## src/rail_seq_pkg.sv

```systemverilog
// Constants shared by the rail sequencing and phase configuration block.
// Assumes a single 50 MHz system clock; one clock is one quarter oscillator period.
package rail_seq_pkg;
    // =========================================================
    // Command codes
    localparam logic [7:0] CMD_GATING     = 8'hd4;
    localparam logic [7:0] CMD_RANK       = 8'hd5;
    localparam logic [7:0] CMD_MODE       = 8'hd6;
    localparam logic [7:0] CMD_FREQ       = 8'hd7;
    // =========================================================
    // Field layout
    localparam int         GATE_BIT       = 0;
    localparam int         START_LSB      = 0;
    localparam int         STOP_LSB       = 2;
    localparam int         CCM_BIT        = 0;
    localparam int         SHARE_BIT      = 1;
    localparam int         DIV_LSB        = 0;
    localparam int         PHASE_LSB      = 2;
    localparam int         RANK_W         = 2;
    localparam int         DIV_W          = 2;
    localparam int         PHASE_W        = 5;
    // =========================================================
    // Reset values
    localparam logic       GATE_RST       = 1'b0;
    localparam logic [1:0] RANK_RST       = 2'h0;
    localparam logic       CCM_RST        = 1'b1;
    localparam logic [1:0] DIV_RST        = 2'h0;
    localparam logic [4:0] PHASE_RST [4]  = '{5'h00, 5'h02, 5'h01, 5'h03};
    localparam logic [7:0] RDATA_RST      = 8'h00;
    // =========================================================
    // Ranks
    localparam logic [1:0] FIRST_RANK     = 2'h0;
    localparam logic [1:0] LAST_RANK      = 2'h3;
    localparam logic [4:0] HALF_BASE      = 5'h02;

    typedef enum logic [1:0] {
        SEQ_OFF   = 2'b00,
        SEQ_START = 2'b01,
        SEQ_ON    = 2'b10,
        SEQ_STOP  = 2'b11
    } seq_state_t;

    // Half a switching period, in quarter oscillator periods
    function automatic logic [4:0] half_period(input logic [1:0] div);
        half_period = HALF_BASE << div;
    endfunction
endpackage

```

## src/rail_sequencing_phase_config.sv

```systemverilog
// Four-rail sequencing, conduction mode and switching phase configuration.
// Assumes command strobes from a PMBus front end, synchronous to sys_clk.
// Behaviour
// - Gating bit 0 clear holds each start rank until previous rank is good; set ignores power good.
// - First start rank starts without any power-good check.
// - Gating is one global bit 0, default 0; bits 7:1 read zero.
// - Per rail stop rank bits 3:2, start rank bits 1:0, default 00.
// - Rails of equal rank start or stop together.
// - Four rank settings, selected by page 0 to 3.
// - Mode bit 0: 1 continuous conduction (default), 0 mixed; bits 7:2 zero.
// - Mode bit 1 shows current sharing, only on a master page.
// - Sharing per pair; slave page invalid, slave follows master settings.
// - Slave switching runs 180 degrees from its master.
// - Detected sharing sets the master's shared flag.
// - Mode and frequency writes act only after store and reload.
// - Switching clock is oscillator divided by 1, 2, 4 or 8.
// - Phase delay of N quarter oscillator periods, N 0 to 31.
// - Phase defaults 0, 2, 1, 3 for pages 0 to 3.
// - Phase shift equals 90 degrees times delay code over two to the divider code.
// - Enable pin starts sequence; deassertion stops it, even mid-start.
`timescale 1ns/1ns
module rail_sequencing_phase_config
    import rail_seq_pkg::*;
#(
    parameter int NUM_RAILS = 4
)(
    input  wire logic       sys_clk,
    input  wire logic       rst,
    input  wire logic       nv_rst,
    input  wire logic       nv_store,
    input  wire logic       cmd_wr,
    input  wire logic       cmd_rd,
    input  wire logic [7:0] cmd_code,
    input  wire logic [1:0] cmd_page,
    input  wire logic [7:0] cmd_wdata,
    output logic      [7:0] cmd_rdata,
    input  wire logic       first_rail_enable_pin,
    input  wire logic [3:0] rail_power_good,
    input  wire logic [1:0] share_detect,
    output logic      [3:0] rail_on,
    output logic      [3:0] continuous_conduction_select,
    output logic      [3:0] pwm_clk,
    output logic            seq_busy
);
    // =========================================================
    // Storage
    logic                  prior_rail_good_gate_q;
    logic [3:0][3:0]       rank_q;
    logic [3:0]            ccm_img_q;
    logic [3:0][6:0]       freq_img_q;
    logic [3:0]            nv_ccm_q;
    logic [3:0][6:0]       nv_freq_q;
    logic [3:0]            op_ccm_q;
    logic [3:0][6:0]       op_freq_q;
    logic                  load_pend_q;
    logic [4:0]            quarter_q;
    logic [7:0]            rdata_d;

    logic                  page_slave;
    logic                  page_valid;
    logic [3:0]            slave_on;
    logic [3:0][1:0]       eff_start;
    logic [3:0][1:0]       eff_stop;
    logic [3:0][6:0]       eff_freq;
    logic [3:0]            eff_ccm;

    function automatic logic [6:0] freq_default(input int idx);
        freq_default = {PHASE_RST[idx], DIV_RST};
    endfunction

    // Slave page of a sharing pair accepts only the global gating command
    assign page_slave = cmd_page[0] && share_detect[cmd_page[1]];
    assign page_valid = !page_slave;

    // =========================================================
    // Global gating and per-page ranks
    always_ff @(posedge sys_clk or posedge rst) begin
        if (rst) begin
            prior_rail_good_gate_q <= GATE_RST;
        end else if (cmd_wr && cmd_code == CMD_GATING) begin
            prior_rail_good_gate_q <= cmd_wdata[GATE_BIT];
        end
    end

    always_ff @(posedge sys_clk or posedge rst) begin
        if (rst) begin
            rank_q <= {NUM_RAILS{{RANK_RST, RANK_RST}}};
        end else if (cmd_wr && cmd_code == CMD_RANK && page_valid) begin
            rank_q[cmd_page] <= cmd_wdata[3:0];
        end
    end

    // =========================================================
    // Nonvolatile image, kept over ordinary reset
    always_ff @(posedge sys_clk or posedge nv_rst) begin
        if (nv_rst) begin
            nv_ccm_q <= {NUM_RAILS{CCM_RST}};
            for (int i = 0; i < NUM_RAILS; i++) begin
                nv_freq_q[i] <= freq_default(i);
            end
        end else if (nv_store) begin
            nv_ccm_q  <= ccm_img_q;
            nv_freq_q <= freq_img_q;
        end
    end

    // =========================================================
    // Readable images; reload from the image after reset
    always_ff @(posedge sys_clk or posedge rst) begin
        if (rst) begin
            load_pend_q <= 1'b1;
        end else begin
            load_pend_q <= 1'b0;
        end
    end

    always_ff @(posedge sys_clk or posedge rst) begin
        if (rst) begin
            ccm_img_q <= {NUM_RAILS{CCM_RST}};
            for (int i = 0; i < NUM_RAILS; i++) begin
                freq_img_q[i] <= freq_default(i);
            end
        end else if (load_pend_q) begin
            ccm_img_q  <= nv_ccm_q;
            freq_img_q <= nv_freq_q;
        end else if (cmd_wr && page_valid) begin
            if (cmd_code == CMD_MODE) begin
                ccm_img_q[cmd_page] <= cmd_wdata[CCM_BIT];
            end
            if (cmd_code == CMD_FREQ) begin
                freq_img_q[cmd_page] <= cmd_wdata[6:0];
            end
        end
    end

    // Operating copies change only at reload
    always_ff @(posedge sys_clk or posedge rst) begin
        if (rst) begin
            op_ccm_q <= {NUM_RAILS{CCM_RST}};
            for (int i = 0; i < NUM_RAILS; i++) begin
                op_freq_q[i] <= freq_default(i);
            end
        end else if (load_pend_q) begin
            op_ccm_q  <= nv_ccm_q;
            op_freq_q <= nv_freq_q;
        end
    end

    // =========================================================
    // Effective per-rail settings
    always_comb begin
        for (int i = 0; i < NUM_RAILS; i++) begin
            slave_on[i]  = (i % 2 == 1) && share_detect[i / 2];
            eff_start[i] = rank_q[slave_on[i] ? i - 1 : i][1 + START_LSB:START_LSB];
            eff_stop[i]  = rank_q[slave_on[i] ? i - 1 : i][1 + STOP_LSB:STOP_LSB];
            eff_freq[i]  = op_freq_q[slave_on[i] ? i - 1 : i];
            eff_ccm[i]   = op_ccm_q[slave_on[i] ? i - 1 : i];
        end
    end

    assign continuous_conduction_select = eff_ccm;

    // =========================================================
    // Read port
    always_comb begin
        rdata_d = RDATA_RST;
        if (page_valid || cmd_code == CMD_GATING) begin
            case (cmd_code)
                CMD_GATING: rdata_d[GATE_BIT] = prior_rail_good_gate_q;
                CMD_RANK: rdata_d[3:0] = rank_q[cmd_page];
                CMD_MODE: begin
                    rdata_d[CCM_BIT]   = ccm_img_q[cmd_page];
                    rdata_d[SHARE_BIT] = !cmd_page[0] && share_detect[cmd_page[1]];
                end
                CMD_FREQ: rdata_d[6:0] = freq_img_q[cmd_page];
                default: rdata_d = RDATA_RST;
            endcase
        end
    end

    always_ff @(posedge sys_clk or posedge rst) begin
        if (rst) begin
            cmd_rdata <= RDATA_RST;
        end else if (cmd_rd) begin
            cmd_rdata <= rdata_d;
        end
    end

    // =========================================================
    // Sequencer
    rail_rank_sequencer u_seq (
        .sys_clk     (sys_clk),
        .rst         (rst),
        .enable      (first_rail_enable_pin),
        .gate_ignore (prior_rail_good_gate_q),
        .start_rank  (eff_start),
        .stop_rank   (eff_stop),
        .power_good  (rail_power_good),
        .rail_on     (rail_on),
        .busy        (seq_busy)
    );

    // =========================================================
    // Switching clocks
    always_ff @(posedge sys_clk or posedge rst) begin
        if (rst) begin
            quarter_q <= 5'h00;
        end else begin
            quarter_q <= quarter_q + 5'h01;
        end
    end

    for (genvar g = 0; g < NUM_RAILS; g++) begin : g_phase
        rail_phase_gen u_phase (
            .sys_clk     (sys_clk),
            .rst         (rst),
            .quarter_cnt (quarter_q),
            .div         (eff_freq[g][1 + DIV_LSB:DIV_LSB]),
            .phase       (eff_freq[g][4 + PHASE_LSB:PHASE_LSB]),
            .slave       (slave_on[g]),
            .pwm_clk     (pwm_clk[g])
        );
    end
endmodule

```

## src/rail_rank_sequencer.sv

```systemverilog
// Start and stop sequencer stepping four rails through their ranks.
// Assumes enable and power-good inputs are synchronous to sys_clk.
`timescale 1ns/1ns
module rail_rank_sequencer
    import rail_seq_pkg::*;
(
    input  wire logic            sys_clk,
    input  wire logic            rst,
    input  wire logic            enable,
    input  wire logic            gate_ignore,
    input  wire logic [3:0][1:0] start_rank,
    input  wire logic [3:0][1:0] stop_rank,
    input  wire logic [3:0]      power_good,
    output logic      [3:0]      rail_on,
    output logic                 busy
);
    function automatic logic [3:0] rank_match(input logic [3:0][1:0] r,
                                              input logic [1:0] k);
        rank_match = 4'h0;
        for (int i = 0; i < 4; i++) begin
            rank_match[i] = (r[i] == k);
        end
    endfunction

    seq_state_t state_q;
    logic [1:0] cnt_q;
    logic [3:0] start_m;
    logic [3:0] prev_m;
    logic [3:0] stop_m;
    logic       prev_good;
    logic       advance;

    assign start_m   = rank_match(start_rank, cnt_q);
    assign prev_m    = rank_match(start_rank, cnt_q - 2'h1);
    assign stop_m    = rank_match(stop_rank, cnt_q);
    assign prev_good = &(power_good | ~prev_m);
    assign advance   = (cnt_q == FIRST_RANK) || gate_ignore || prev_good;
    assign busy      = (state_q == SEQ_START) || (state_q == SEQ_STOP);

    // =========================================================
    // Sequence state
    always_ff @(posedge sys_clk or posedge rst) begin
        if (rst) begin
            state_q <= SEQ_OFF;
            cnt_q   <= FIRST_RANK;
        end else begin
            case (state_q)
                SEQ_OFF: begin
                    if (enable) begin
                        state_q <= SEQ_START;
                        cnt_q   <= FIRST_RANK;
                    end
                end
                SEQ_START: begin
                    if (!enable) begin
                        state_q <= SEQ_STOP;
                        cnt_q   <= FIRST_RANK;
                    end else if (advance) begin
                        if (cnt_q == LAST_RANK) begin
                            state_q <= SEQ_ON;
                        end else begin
                            cnt_q <= cnt_q + 2'h1;
                        end
                    end
                end
                SEQ_ON: begin
                    if (!enable) begin
                        state_q <= SEQ_STOP;
                        cnt_q   <= FIRST_RANK;
                    end
                end
                SEQ_STOP: begin
                    if (cnt_q == LAST_RANK) begin
                        state_q <= SEQ_OFF;
                    end else begin
                        cnt_q <= cnt_q + 2'h1;
                    end
                end
                default: begin
                    state_q <= SEQ_OFF;
                end
            endcase
        end
    end

    // =========================================================
    // Rail outputs
    always_ff @(posedge sys_clk or posedge rst) begin
        if (rst) begin
            rail_on <= 4'h0;
        end else if (state_q == SEQ_START && enable && advance) begin
            rail_on <= rail_on | start_m;
        end else if (state_q == SEQ_STOP) begin
            rail_on <= rail_on & ~stop_m;
        end
    end
endmodule

```

## src/rail_phase_gen.sv

```systemverilog
// Switching clock of one rail: divided oscillator, delayed in quarter periods.
// Assumes a shared free-running quarter counter from the parent.
`timescale 1ns/1ns
module rail_phase_gen
    import rail_seq_pkg::*;
(
    input  wire logic         sys_clk,
    input  wire logic         rst,
    input  wire logic [4:0]   quarter_cnt,
    input  wire logic [1:0]   div,
    input  wire logic [4:0]   phase,
    input  wire logic         slave,
    output logic              pwm_clk
);
    logic [4:0] eff_n;
    logic [4:0] pos;
    logic [2:0] bit_sel;

    assign eff_n   = slave ? phase + half_period(div) : phase;
    assign pos     = quarter_cnt - eff_n;
    assign bit_sel = 3'(div) + 3'h1;

    always_ff @(posedge sys_clk or posedge rst) begin
        if (rst) begin
            pwm_clk <= 1'b0;
        end else begin
            pwm_clk <= ~pos[bit_sel];
        end
    end
endmodule

```

## config.mk

```make
export PLATFORM = sky130hd
export DESIGN_NAME = rail_sequencing_phase_config
export DESIGN_NICKNAME = d
export VERILOG_FILES = /design/src/rail_seq_pkg.sv /design/src/rail_sequencing_phase_config.sv /design/src/rail_rank_sequencer.sv /design/src/rail_phase_gen.sv
export SDC_FILE = /design/constraint.sdc
export NUM_CORES = 1
export LEC_CHECK = 0
export BUFFER_PORTS_ARGS = -buffer_cell sky130_fd_sc_hd__buf_4
export CAP_MARGIN = 10
export CORE_MARGIN = 5
export CORE_UTILIZATION = 40
export CTS_BUF_LIST = sky130_fd_sc_hd__clkbuf_16
export DETAILED_ROUTE_END_ITERATION = 8
export PLACE_DENSITY = 0.61
export SETUP_SLACK_MARGIN = 0.5
export SLEW_MARGIN = 20
export SYNTH_ARGS = -nofsm -noshare
export SYNTH_HDL_FRONTEND = slang
export SYNTH_SLANG_ARGS = --single-unit
export TNS_END_PERCENT = 5
```

## constraint.sdc

```tcl
create_clock -name sys_clk -period 3 [get_ports sys_clk]
set_input_delay 0.15 -clock sys_clk [delete_from_list [all_inputs] [get_ports sys_clk]]
set_output_delay 0.15 -clock sys_clk [all_outputs]
set_load 0.05 [all_outputs]
```

## Word level (Yosys, flattened, before mapping)

Index checks and enable logic that the tools add are counted.

- Flip-flop bits (word level): 139
- Input bits: 31
- Output and inout bits: 21
- Logic and storage cells: 187

- Add/subtract/negate cells: 13
- $lt $le $gt $ge: 9
- Equality and inequality tests: 25
- Shift operators: 2
- Multiplexer cells: 73
- Bitwise gates (word level): 9
- Reduce and logical (&&, ||, !) cells: 26

Operators with widths:

| cell | count |
|---|---|
| two-way mux 28 bit | 3 |
| two-way mux 7 bit | 7 |
| two-way mux 4 bit | 11 |
| binary-select mux 7 bit (select 2 bit) | 3 |
| equality test 8 bit, second input constant | 4 |
| bitwise mux 28 bit | 1 |
| binary-select mux 4 bit (select 2 bit) | 3 |
| equality test 2 bit | 12 |
| two-way mux 2 bit | 11 |
| subtractor 5 bit | 4 |
| bitwise mux 16 bit | 1 |
| < comparator 3 x 4 -> 1 bit, second input constant | 4 |
| case mux 2 bit (4 select lines) | 2 |
| demux 7 bit (select 2 bit) | 1 |
| two-way mux 1 bit | 14 |
| adder 2 x 1 -> 3 bit, second input constant | 4 |
| binary-select mux 1 bit (select 3 bit) | 4 |
| adder 5 bit | 2 |
| two-way mux 5 bit | 2 |
| << shifter 2 x 2 -> 5 bit, first input constant | 2 |
| logical AND 1 bit | 9 |
| demux 4 bit (select 2 bit) | 1 |
| inverter 4 bit | 2 |
| bitwise OR 4 bit | 2 |
| 29 further kinds | 48 |

## Longest topological paths before layout

Gate-level depths: netlist of run 1.

- Depth after elaboration: 12
- Gate-level depth with buffers: 16
- Mapped depth without buffers: 15

## Hierarchy

Synthesis of run 1 repeated with hierarchy kept, for this count alone.

- Cells, all modules: 747
- Area, all modules: 8506.9 um2

By module, submodules not included:

| module | times used | cells each | area an instance (um2) |
|---|---|---|---|
| rail_sequencing_phase_config | 1 | 485 | 5967.0 |
| rail_phase_gen | 4 | 43 | 415.4 |
| rail_rank_sequencer | 1 | 90 | 878.3 |

## Least setup slack after synthesis of run 1

No wires, ideal clock.

- Path kind: input -> register
- Start point: input port share_detect[1]
- End point: register g_phase[3].u_phase.pwm_clk
- Setup time: 0.064 ns
- Data arrival time: 3.209 ns
- Data required time: 2.936 ns
- Setup slack: -0.273 ns
- Stages: 16
- Buffers on the path: 2
- Cell sequence: buf_2 buf_1 mux2i_1 ha_1 ha_1 inv_1 fa_1 nand2_1 o21ai_0 ha_1 a21o_1 a21oi_1 xnor2_1 xnor2_1 a311oi_1 a21o_1

- Cells in the longest elaborated chain, start to end: 11
- Elaborated cells on any way between the ends: 12
- Those cells by class: 3 x add/sub; 1 x shift; 7 x mux; 1 x bitwise

RTL lines:

| element | RTL line | source |
|---|---|---|
| start: declaration | rail_sequencing_phase_config.sv:39 | `input wire logic [1:0] share_detect,` |
| two-way mux 1 bit | rail_sequencing_phase_config.sv:156 | `eff_freq[i] = op_freq_q[slave_on[i] ? i - 1 : i];` |
| binary-select mux 7 bit (select 2 bit) | rail_sequencing_phase_config.sv:156 |  |
| two-way mux 7 bit (2 in a row) | rail_sequencing_phase_config.sv:156 |  |
| << shifter 2 x 2 -> 5 bit | rail_seq_pkg.sv:45 | `half_period = HALF_BASE << div;` |
| adder 5 bit | rail_phase_gen.sv:19 | `assign eff_n = slave ? phase + half_period(div) : phase;` |
| two-way mux 5 bit | rail_phase_gen.sv:19 |  |
| subtractor 5 bit | rail_phase_gen.sv:20 | `assign pos = quarter_cnt - eff_n;` |
| binary-select mux 1 bit (select 3 bit) * | rail_phase_gen.sv:27 | `pwm_clk <= ~pos[bit_sel];` |
| two-way mux 1 bit (implied by the code) * | rail_phase_gen.sv:27 |  |
| inverter 1 bit * | rail_phase_gen.sv:27 |  |
| end signal: assignment | rail_phase_gen.sv:27 |  |
| end: declaration | rail_phase_gen.sv:13 | `output logic pwm_clk` |

Every way passes the cells marked *; elsewhere a longest branch is shown, timed or not. The select of a mux whose other input is x is not followed.
A chain may end at the register's enable or synchronous reset.

## Final worst setup path of run 1

- Start point: register op_freq_q[22] (netlist bit)
- End point: register g_phase[3].u_phase.pwm_clk

- Cells in the longest elaborated chain, start to end: 10
- Elaborated cells on any way between the ends: 11
- Those cells by class: 3 x add/sub; 1 x shift; 6 x mux; 1 x bitwise

RTL lines:

| element | RTL line | source |
|---|---|---|
| start: declaration | rail_sequencing_phase_config.sv:54 | `logic [3:0][6:0] op_freq_q;` |
| start signal: indexed assignment | rail_sequencing_phase_config.sv:141 | `op_freq_q[i] <= freq_default(i);` |
| start signal: assignment | rail_sequencing_phase_config.sv:145 | `op_freq_q <= nv_freq_q;` |
| binary-select mux 7 bit (select 2 bit) * | rail_sequencing_phase_config.sv:156 |  |
| two-way mux 7 bit * (2 in a row) | rail_sequencing_phase_config.sv:156 |  |
| << shifter 2 x 2 -> 5 bit | rail_seq_pkg.sv:45 |  |
| adder 5 bit | rail_phase_gen.sv:19 |  |
| two-way mux 5 bit | rail_phase_gen.sv:19 |  |
| subtractor 5 bit | rail_phase_gen.sv:20 |  |
| binary-select mux 1 bit (select 3 bit) * | rail_phase_gen.sv:27 |  |
| two-way mux 1 bit (implied by the code) * | rail_phase_gen.sv:27 |  |
| inverter 1 bit * | rail_phase_gen.sv:27 |  |

Marks and branches as above.

==> results.yml, run 1 <==
route:
  ant_nets: 0
  vias: 5467
  wirelength_um: 18700
  drtPass1Iterations: 4
  post_drt_via_cell_ratio: 5.27
  wire_per_inst_um: 18.0
  drc: 0
  drtIter0Drc: 337
power:
  p_per_area_nw_per_um2: 765
  ir_drop_uv: 467
  p_leak_uw: 0.00417
synth:
  synth_top_area_share_pct: 35.9
  synth_xor_area_share_pct: 4.66
  ys_ff_latch: 138
  synth_cell_types: 62
  synth_top_family_by_area: "multiplexers"
  synth_area_leaders: "dfrtp_1 36%, mux2_2 12%, dfstp_2 8.3%"
  ys.flop_type: "dfrtp_1"
  yosysTopAreaCell: "dfrtp_1"
  syn_avg_cell_area_um2: 11.2
  syn_area_um2: 7870
  yosys.cell_count.top_type: "dfrtp_1"
  yosys_warnings: 0
  async_reset_ff_share_pct: 100
  synth-edff-count: 0
  synthMuxAreaShare_pct: 18.0
  synth_common_cells: "113 x dfrtp_1, 84 x mux2_2, 50 x nand2_1, 49 x inv_1, 41 x ha_1"
  synth_compound_area_share_pct: 12.7
  syn_inst: 701
  synth-adder-area-share_pct: 8.05
  synth-simple-area-share_pct: 7.17
  synth-seq-area-share_pct: 44.3
floorplan:
  die_area_um2: 22600
  rows: 51
  die_w_um: 150
  coreArea_um2: 19400
  io_pins: 52
  dieHeight_um: 150
  start_util_pct: 40.6
clock_tree:
  cts.path.max_buffers: 2
  cts_tree: "built"
  htree_num_levels: 4
  cts_num_sinks: 138
  cts_inserted_buffers: 17
  cts.clk_slew.worst_paths_ns: 0.06
  cts-root-buf: "clkbuf_16"
  insertion_delay_ns: 0.42
min_path:
  whs_path_depth: 2
  hp-class: "in -> reg"
  min_from: "cmd_wdata[2]"
  hold_path_end: "rank_q[14]"
worst_setup_path:
  cp.required_ns: 3.35
  cp_max_fo: 2
  reg2reg_to: "g_phase[3].u_phase.pwm_clk"
  r2r_slack_ns: 0.11
  timing.rr.start: "op_freq_q[22]"
  cp-start-kind: "register"
  crit_type: "reg -> reg"
  critPathArrivalTime_ns: 3.24
  endpoint_kind: "register"
  rr_worst_depth: 14
placed_design:
  gp_congestion: 0.918
  numPortBuffers: 49
  dpl_cell_area_um2: 8530
  dp.cells: 996
  dp_slack_ns: 0.0158
  dp_hpwl_um: 13700
cells_and_area:
  fin_cells: 1038
  finalNetCount: 838
  post-route-util_pct: 47.8
  drive_gt1_share_pct: 33.4
  postLayoutCellArea_um2: 9270
  syn_to_final_growth_pct: 17.8
  diodes: 0
flow_run:
  maxCapViolCount: 0
timing:
  fin_ws_ns: 0.110
  rsz0062_at_grt: "true"
  hold_viol: 0
  holdWs_ns: 0.0219
  setup_violations: 0
  clock_skew_ns: 0.00836
  max-slew-margin-rel_pct: 55.6
  worstMarginPinSlew_ns: 0.663
  fmax_ghz: 0.346
  min_period_over_period_pct: 96.3
  period_needed_ns: 2.89
  drv_slew: 0
global_route:
  grt_usage_pct: 17.7
  grt_pass1_wl_um: 31200
  grt.overflow.total: 0
  antenna_found_initial: 0
  grt_max_degree: 107
  grt_pass1_vias: 5868
status:
  status: "finished clean"
==> metrics by stage <==
step                      TNS, ns  power (uW)
after floorplan                 0        4370
after global placement          0        4880
after detailed placement        0        4990
after CTS                       0        7120
after global routing      -0.0562        7520
final                           0        7090
==> worst max-delay path by stage <==
stage	cells past startpoint	startpoint	slack, ns	to
2_1_floorplan	16	share_detect[1]	0.09	g_phase[3].u_phase.pwm_clk
3_3_place_gp	15	op_freq_q[21]	0.13	g_phase[3].u_phase.pwm_clk
3_5_place_dp	14	eff_freq[1]	0.02	g_phase[1].u_phase.pwm_clk
4_1_cts	14	eff_freq[1]	0.08	g_phase[1].u_phase.pwm_clk
5_1_grt	15	eff_freq[14]	-0.04	g_phase[3].u_phase.pwm_clk
6_report	14	op_freq_q[22]	0.11	g_phase[3].u_phase.pwm_clk
==> routing by layer <==
layer	GRT usage (%)	routed length [um]	share of wire, %
met1	23.3	8590	46
met2	28.2	8880	48
met3	4.09	714	3.8
met4	7.41	466	2.5
met5	0	0	0
==> cells by family (layout without fill, tap and decap cells) <==
| logic type | count (synthesis) | after routing |
|---|---|---|
| xor+xnor | 41 | 41 |
| other cells | 1 | 2 |
| buf+inv | 87 | 158 |
| simple gates | 116 | 116 |
| mux | 114 | 114 |
| compound gates | 157 | 157 |
| fa+ha+maj | 47 | 47 |
| flops | 138 | 138 |
==> critical path, cell delays in order (launching register included) <==
cell	delay [ns]
dfrtp_1	0.39
mux2i_2	0.19
ha_2	0.24
ha_4	0.14
inv_2	0.03
fa_1	0.47
nand2_1	0.05
o21ai_1	0.08
ha_1	0.25
a21o_1	0.19
a21oi_2	0.16
xnor2_1	0.15
xnor2_1	0.09
a311oi_1	0.27
a21o_1	0.11
==> where the power goes <==
group / leakage [uW] / switching, uW / internal (uW)
clock network: 0.000287 / 800 / 1240
registers: 0.00171 / 285 / 2290
logic: 0.00217 / 1340 / 1130
total: 0.00417 / 2430 / 4660
==> repair_timing <==
action,in CTS,in global routing
pin swaps,15,17
resized for setup,11,10
setup endpoints to repair,2,6
setup buffers,3,3
hold buffers,4,0
hold endpoints to repair,118,0
cloned,0,0
==> sequential cells by signal (all words and copies together) (netlist names), 5 cells and up <==
signal / count
cmd_rdata: 7
nv_freq_q: 28
op_freq_q: 14
eff_freq: 14
rank_q: 8
quarter_q: 5
freq_img_q: 28
==> cells in the final DEF (no fill, tap or decap), types with 5 or more instances in the layout <==
cell       count
dfrtp_1      113
mux2_2        84
buf_4         72
nand2_1       50
inv_1         45
a21oi_1       36
ha_1          35
o21ai_0       27
dfstp_2       25
xnor2_1       24
o21ai_1       23
clkbuf_16     21
nor2_1        18
xor2_1        16
mux4_2        13
mux2i_1       12
a21o_1        11
nor2b_1       10
o31ai_1        7
nand2b_1       6
fa_1           6
nand4_1        5
o22ai_1        5
o221ai_1       5
nand3_1        5
==> area by class of cell <==
class	count	area (um^2)
Clock buffer	21	526
Clock inverter	11	62.6
Fill cell	1791	10100
Inverter	49	188
Multi-Input combinational cell	477	4080
Sequential cell	138	3480
Tap cell	265	332
Timing Repair Buffer	77	601
Power figures use the tool's default switching activity.
==> run 2: changes to the inputs <==
- RECOVER_POWER: default -> 25
==> run 2 against run 1 <==
  * The run now ends with max-capacitance violations, max-slew violations left
  * Combinational power hardly changed
  * Clock power hardly changed
  * Global-route usage stayed put
  * Critical endpoint unchanged
  * Largest cell class unchanged
==> results.yml, run 2 (synthesized netlist as in run 1, its figures left out) <==
cells_and_area:
  finalNetCount: 838
  drive_gt1_share_pct: 32.3
  seq_area_um2: 3480
  layout_commonest_cell: "dfrtp_1"
  layout_common_cells: "113 x dfrtp_1, 84 x mux2_2, 69 x buf_4, 50 x nand2_1, 46 x inv_1"
  postLayoutCellArea_um2: 9250
  diodes: 0
  fill_cells: 1795
  top_regs: "freq_img_q (28), nv_freq_q (28)"
  multiInputGateArea_um2: 4080
  syn_to_final_growth_pct: 17.6
floorplan:
  die_area_um2: 22600
  coreArea_um2: 19400
  rows: 51
  die_w_um: 150
  start_util_pct: 40.6
  io_pins: 52
  dieHeight_um: 150
global_route:
  grt_pass1_vias: 5868
  grt.overflow.total: 0
  antenna_found_initial: 0
  grt_max_degree: 107
  grt_usage_pct: 17.7
  grt_pass1_wl_um: 31200
route:
  drtIter0Drc: 333
  ant_nets: 0
  wire_per_inst_um: 18.0
  wirelength_um: 18700
  drtPass1Iterations: 4
  vias: 5462
  post_drt_via_cell_ratio: 5.26
  drc: 0
power:
  pwr-share-clk_pct: 28.9
  seq_power_share_pct: 36.2
  switching_share_pct: 34.3
  pwr-share-comb_pct: 34.9
  power_switching_uw: 2430
  p_leak_uw: 0.00416
  p_per_area_nw_per_um2: 766
  ir_drop_uv: 470
  intPower_uw: 4650
timing:
  hold_viol: 0
  period_needed_ns: 2.89
  rsz0062_at_grt: "true"
  holdWs_ns: 0.0193
  max-slew-margin-rel_pct: -26.5
  min_period_over_period_pct: 96.2
  drv_slew: 33
  setup_violations: 0
  fmax_ghz: 0.346
  worstMarginPinSlew_ns: 1.90
  clock_skew_ns: 0.00806
clock_tree:
  cts.path.max_buffers: 2
  cts_inserted_buffers: 17
  htree_num_levels: 4
  cts-root-buf: "clkbuf_16"
  cts_tree: "built"
  insertion_delay_ns: 0.42
  cts.clk_slew.worst_paths_ns: 0.06
  cts_num_sinks: 138
placed_design:
  dpl_cell_area_um2: 8530
  numPortBuffers: 49
  gp_congestion: 0.918
  dp_hpwl_um: 13700
worst_setup_path:
  crit_type: "reg -> reg"
  critPathArrivalTime_ns: 3.24
  cp.required_ns: 3.36
  endpoint_kind: "register"
  cp_max_fo: 2
  cp-start-kind: "register"
min_path:
  hp-class: "in -> reg"
status:
  failed_checks: "max-capacitance violations, max-slew violations"
  status: "complete, but fails checks"
flow_run:
  maxCapViolCount: 1
==> run 2: cell count changes in the layout (fill, tap and decap cells not counted), sizes merged <==
cell / change
buf: -4
clkbuf: +4
==> run 2: timing repair <==
action	4_1_cts	5_1_grt
hold buffers	4	0
cloned	0	0
pin swaps	15	17
setup buffers	3	3
setup endpoints to repair	2	6
resized for setup	11	10
hold endpoints to repair	118	0
==> run 2: final timing paths <==
| path | from | end | slack, ns | depth (start not counted) |
|---|---|---|---|---|
| max | op_freq_q[22] | g_phase[3].u_phase.pwm_clk | 0.11 | 14 |
| min | cmd_wdata[2] | rank_q[14] | 0.02 | 2 |
| max reg2reg | op_freq_q[22] | g_phase[3].u_phase.pwm_clk | 0.11 | 14 |
| min reg2reg | freq_img_q[10] | freq_img_q[10] | 0.47 | 2 |
| max in group asynchronous | nv_rst | nv_freq_q[3] | 0.93 | 4 |
| min in group asynchronous | rst | u_seq.state_q[0] | 0.84 | 4 |
==> run 2: metrics by stage <==
step | worst slack, ns | util, % | instances | power (uW) | setup TNS, ns
2_1_floorplan | 0.0931 | - | 702 | 4370 | 0
3_3_place_gp | 0.127 | 44.0 | 996 | 4880 | 0
3_5_place_dp | 0.0158 | 44.0 | 996 | 4990 | 0
4_1_cts | 0.0778 | 47.6 | 1035 | 7120 | 0
5_1_grt | -0.0415 | 47.7 | 1038 | 7510 | -0.0562
6_report | 0.114 | 47.7 | 1038 | 7090 | 0
==> run 2: per-layer routing <==
| layer | track usage, % | wire [um] | vias to the layer above |
|---|---|---|---|
| met5 | 0 | 0 | - |
| met4 | 7.41 | 498 | 0 |
| met3 | 4.09 | 726 | 36 |
| met2 | 28.2 | 8860 | 110 |
| met1 | 23.3 | 8600 | 2706 |
| li1 | - | - | 2610 |
==> run 2: layout make-up <==
cell class	instances	area share (%)
Multi-Input combinational cell	477	44.1
Sequential cell	138	37.7
Timing Repair Buffer	77	6.27
Clock buffer	21	5.68
Tap cell	265	3.58
Inverter	49	2.03
Clock inverter	11	0.676
==> run 2: power by group through the flow <==
| stage | Combinational [uW] | Clock, uW | Sequential, uW |
|---|---|---|---|
| 6_report | 2470 | 2050 | 2570 |
| 5_1_grt | 2710 | 2180 | 2620 |
| 4_1_cts | 2460 | 2080 | 2570 |
| 3_5_place_dp | 2390 | 0 | 2600 |
| 3_3_place_gp | 2300 | 0 | 2580 |
| 2_1_floorplan | 1780 | 0 | 2590 |
==> run 2: worst max-delay path, stage by stage (launching register included) <==
cell	delay, ns
dfrtp_1	0.39
mux2i_2	0.19
ha_2	0.24
ha_4	0.14
inv_2	0.03
fa_1	0.47
nand2_1	0.05
o21ai_1	0.08
ha_1	0.25
a21o_1	0.19
a21oi_2	0.16
xnor2_1	0.15
xnor2_1	0.09
a311oi_1	0.27
a21o_1	0.11
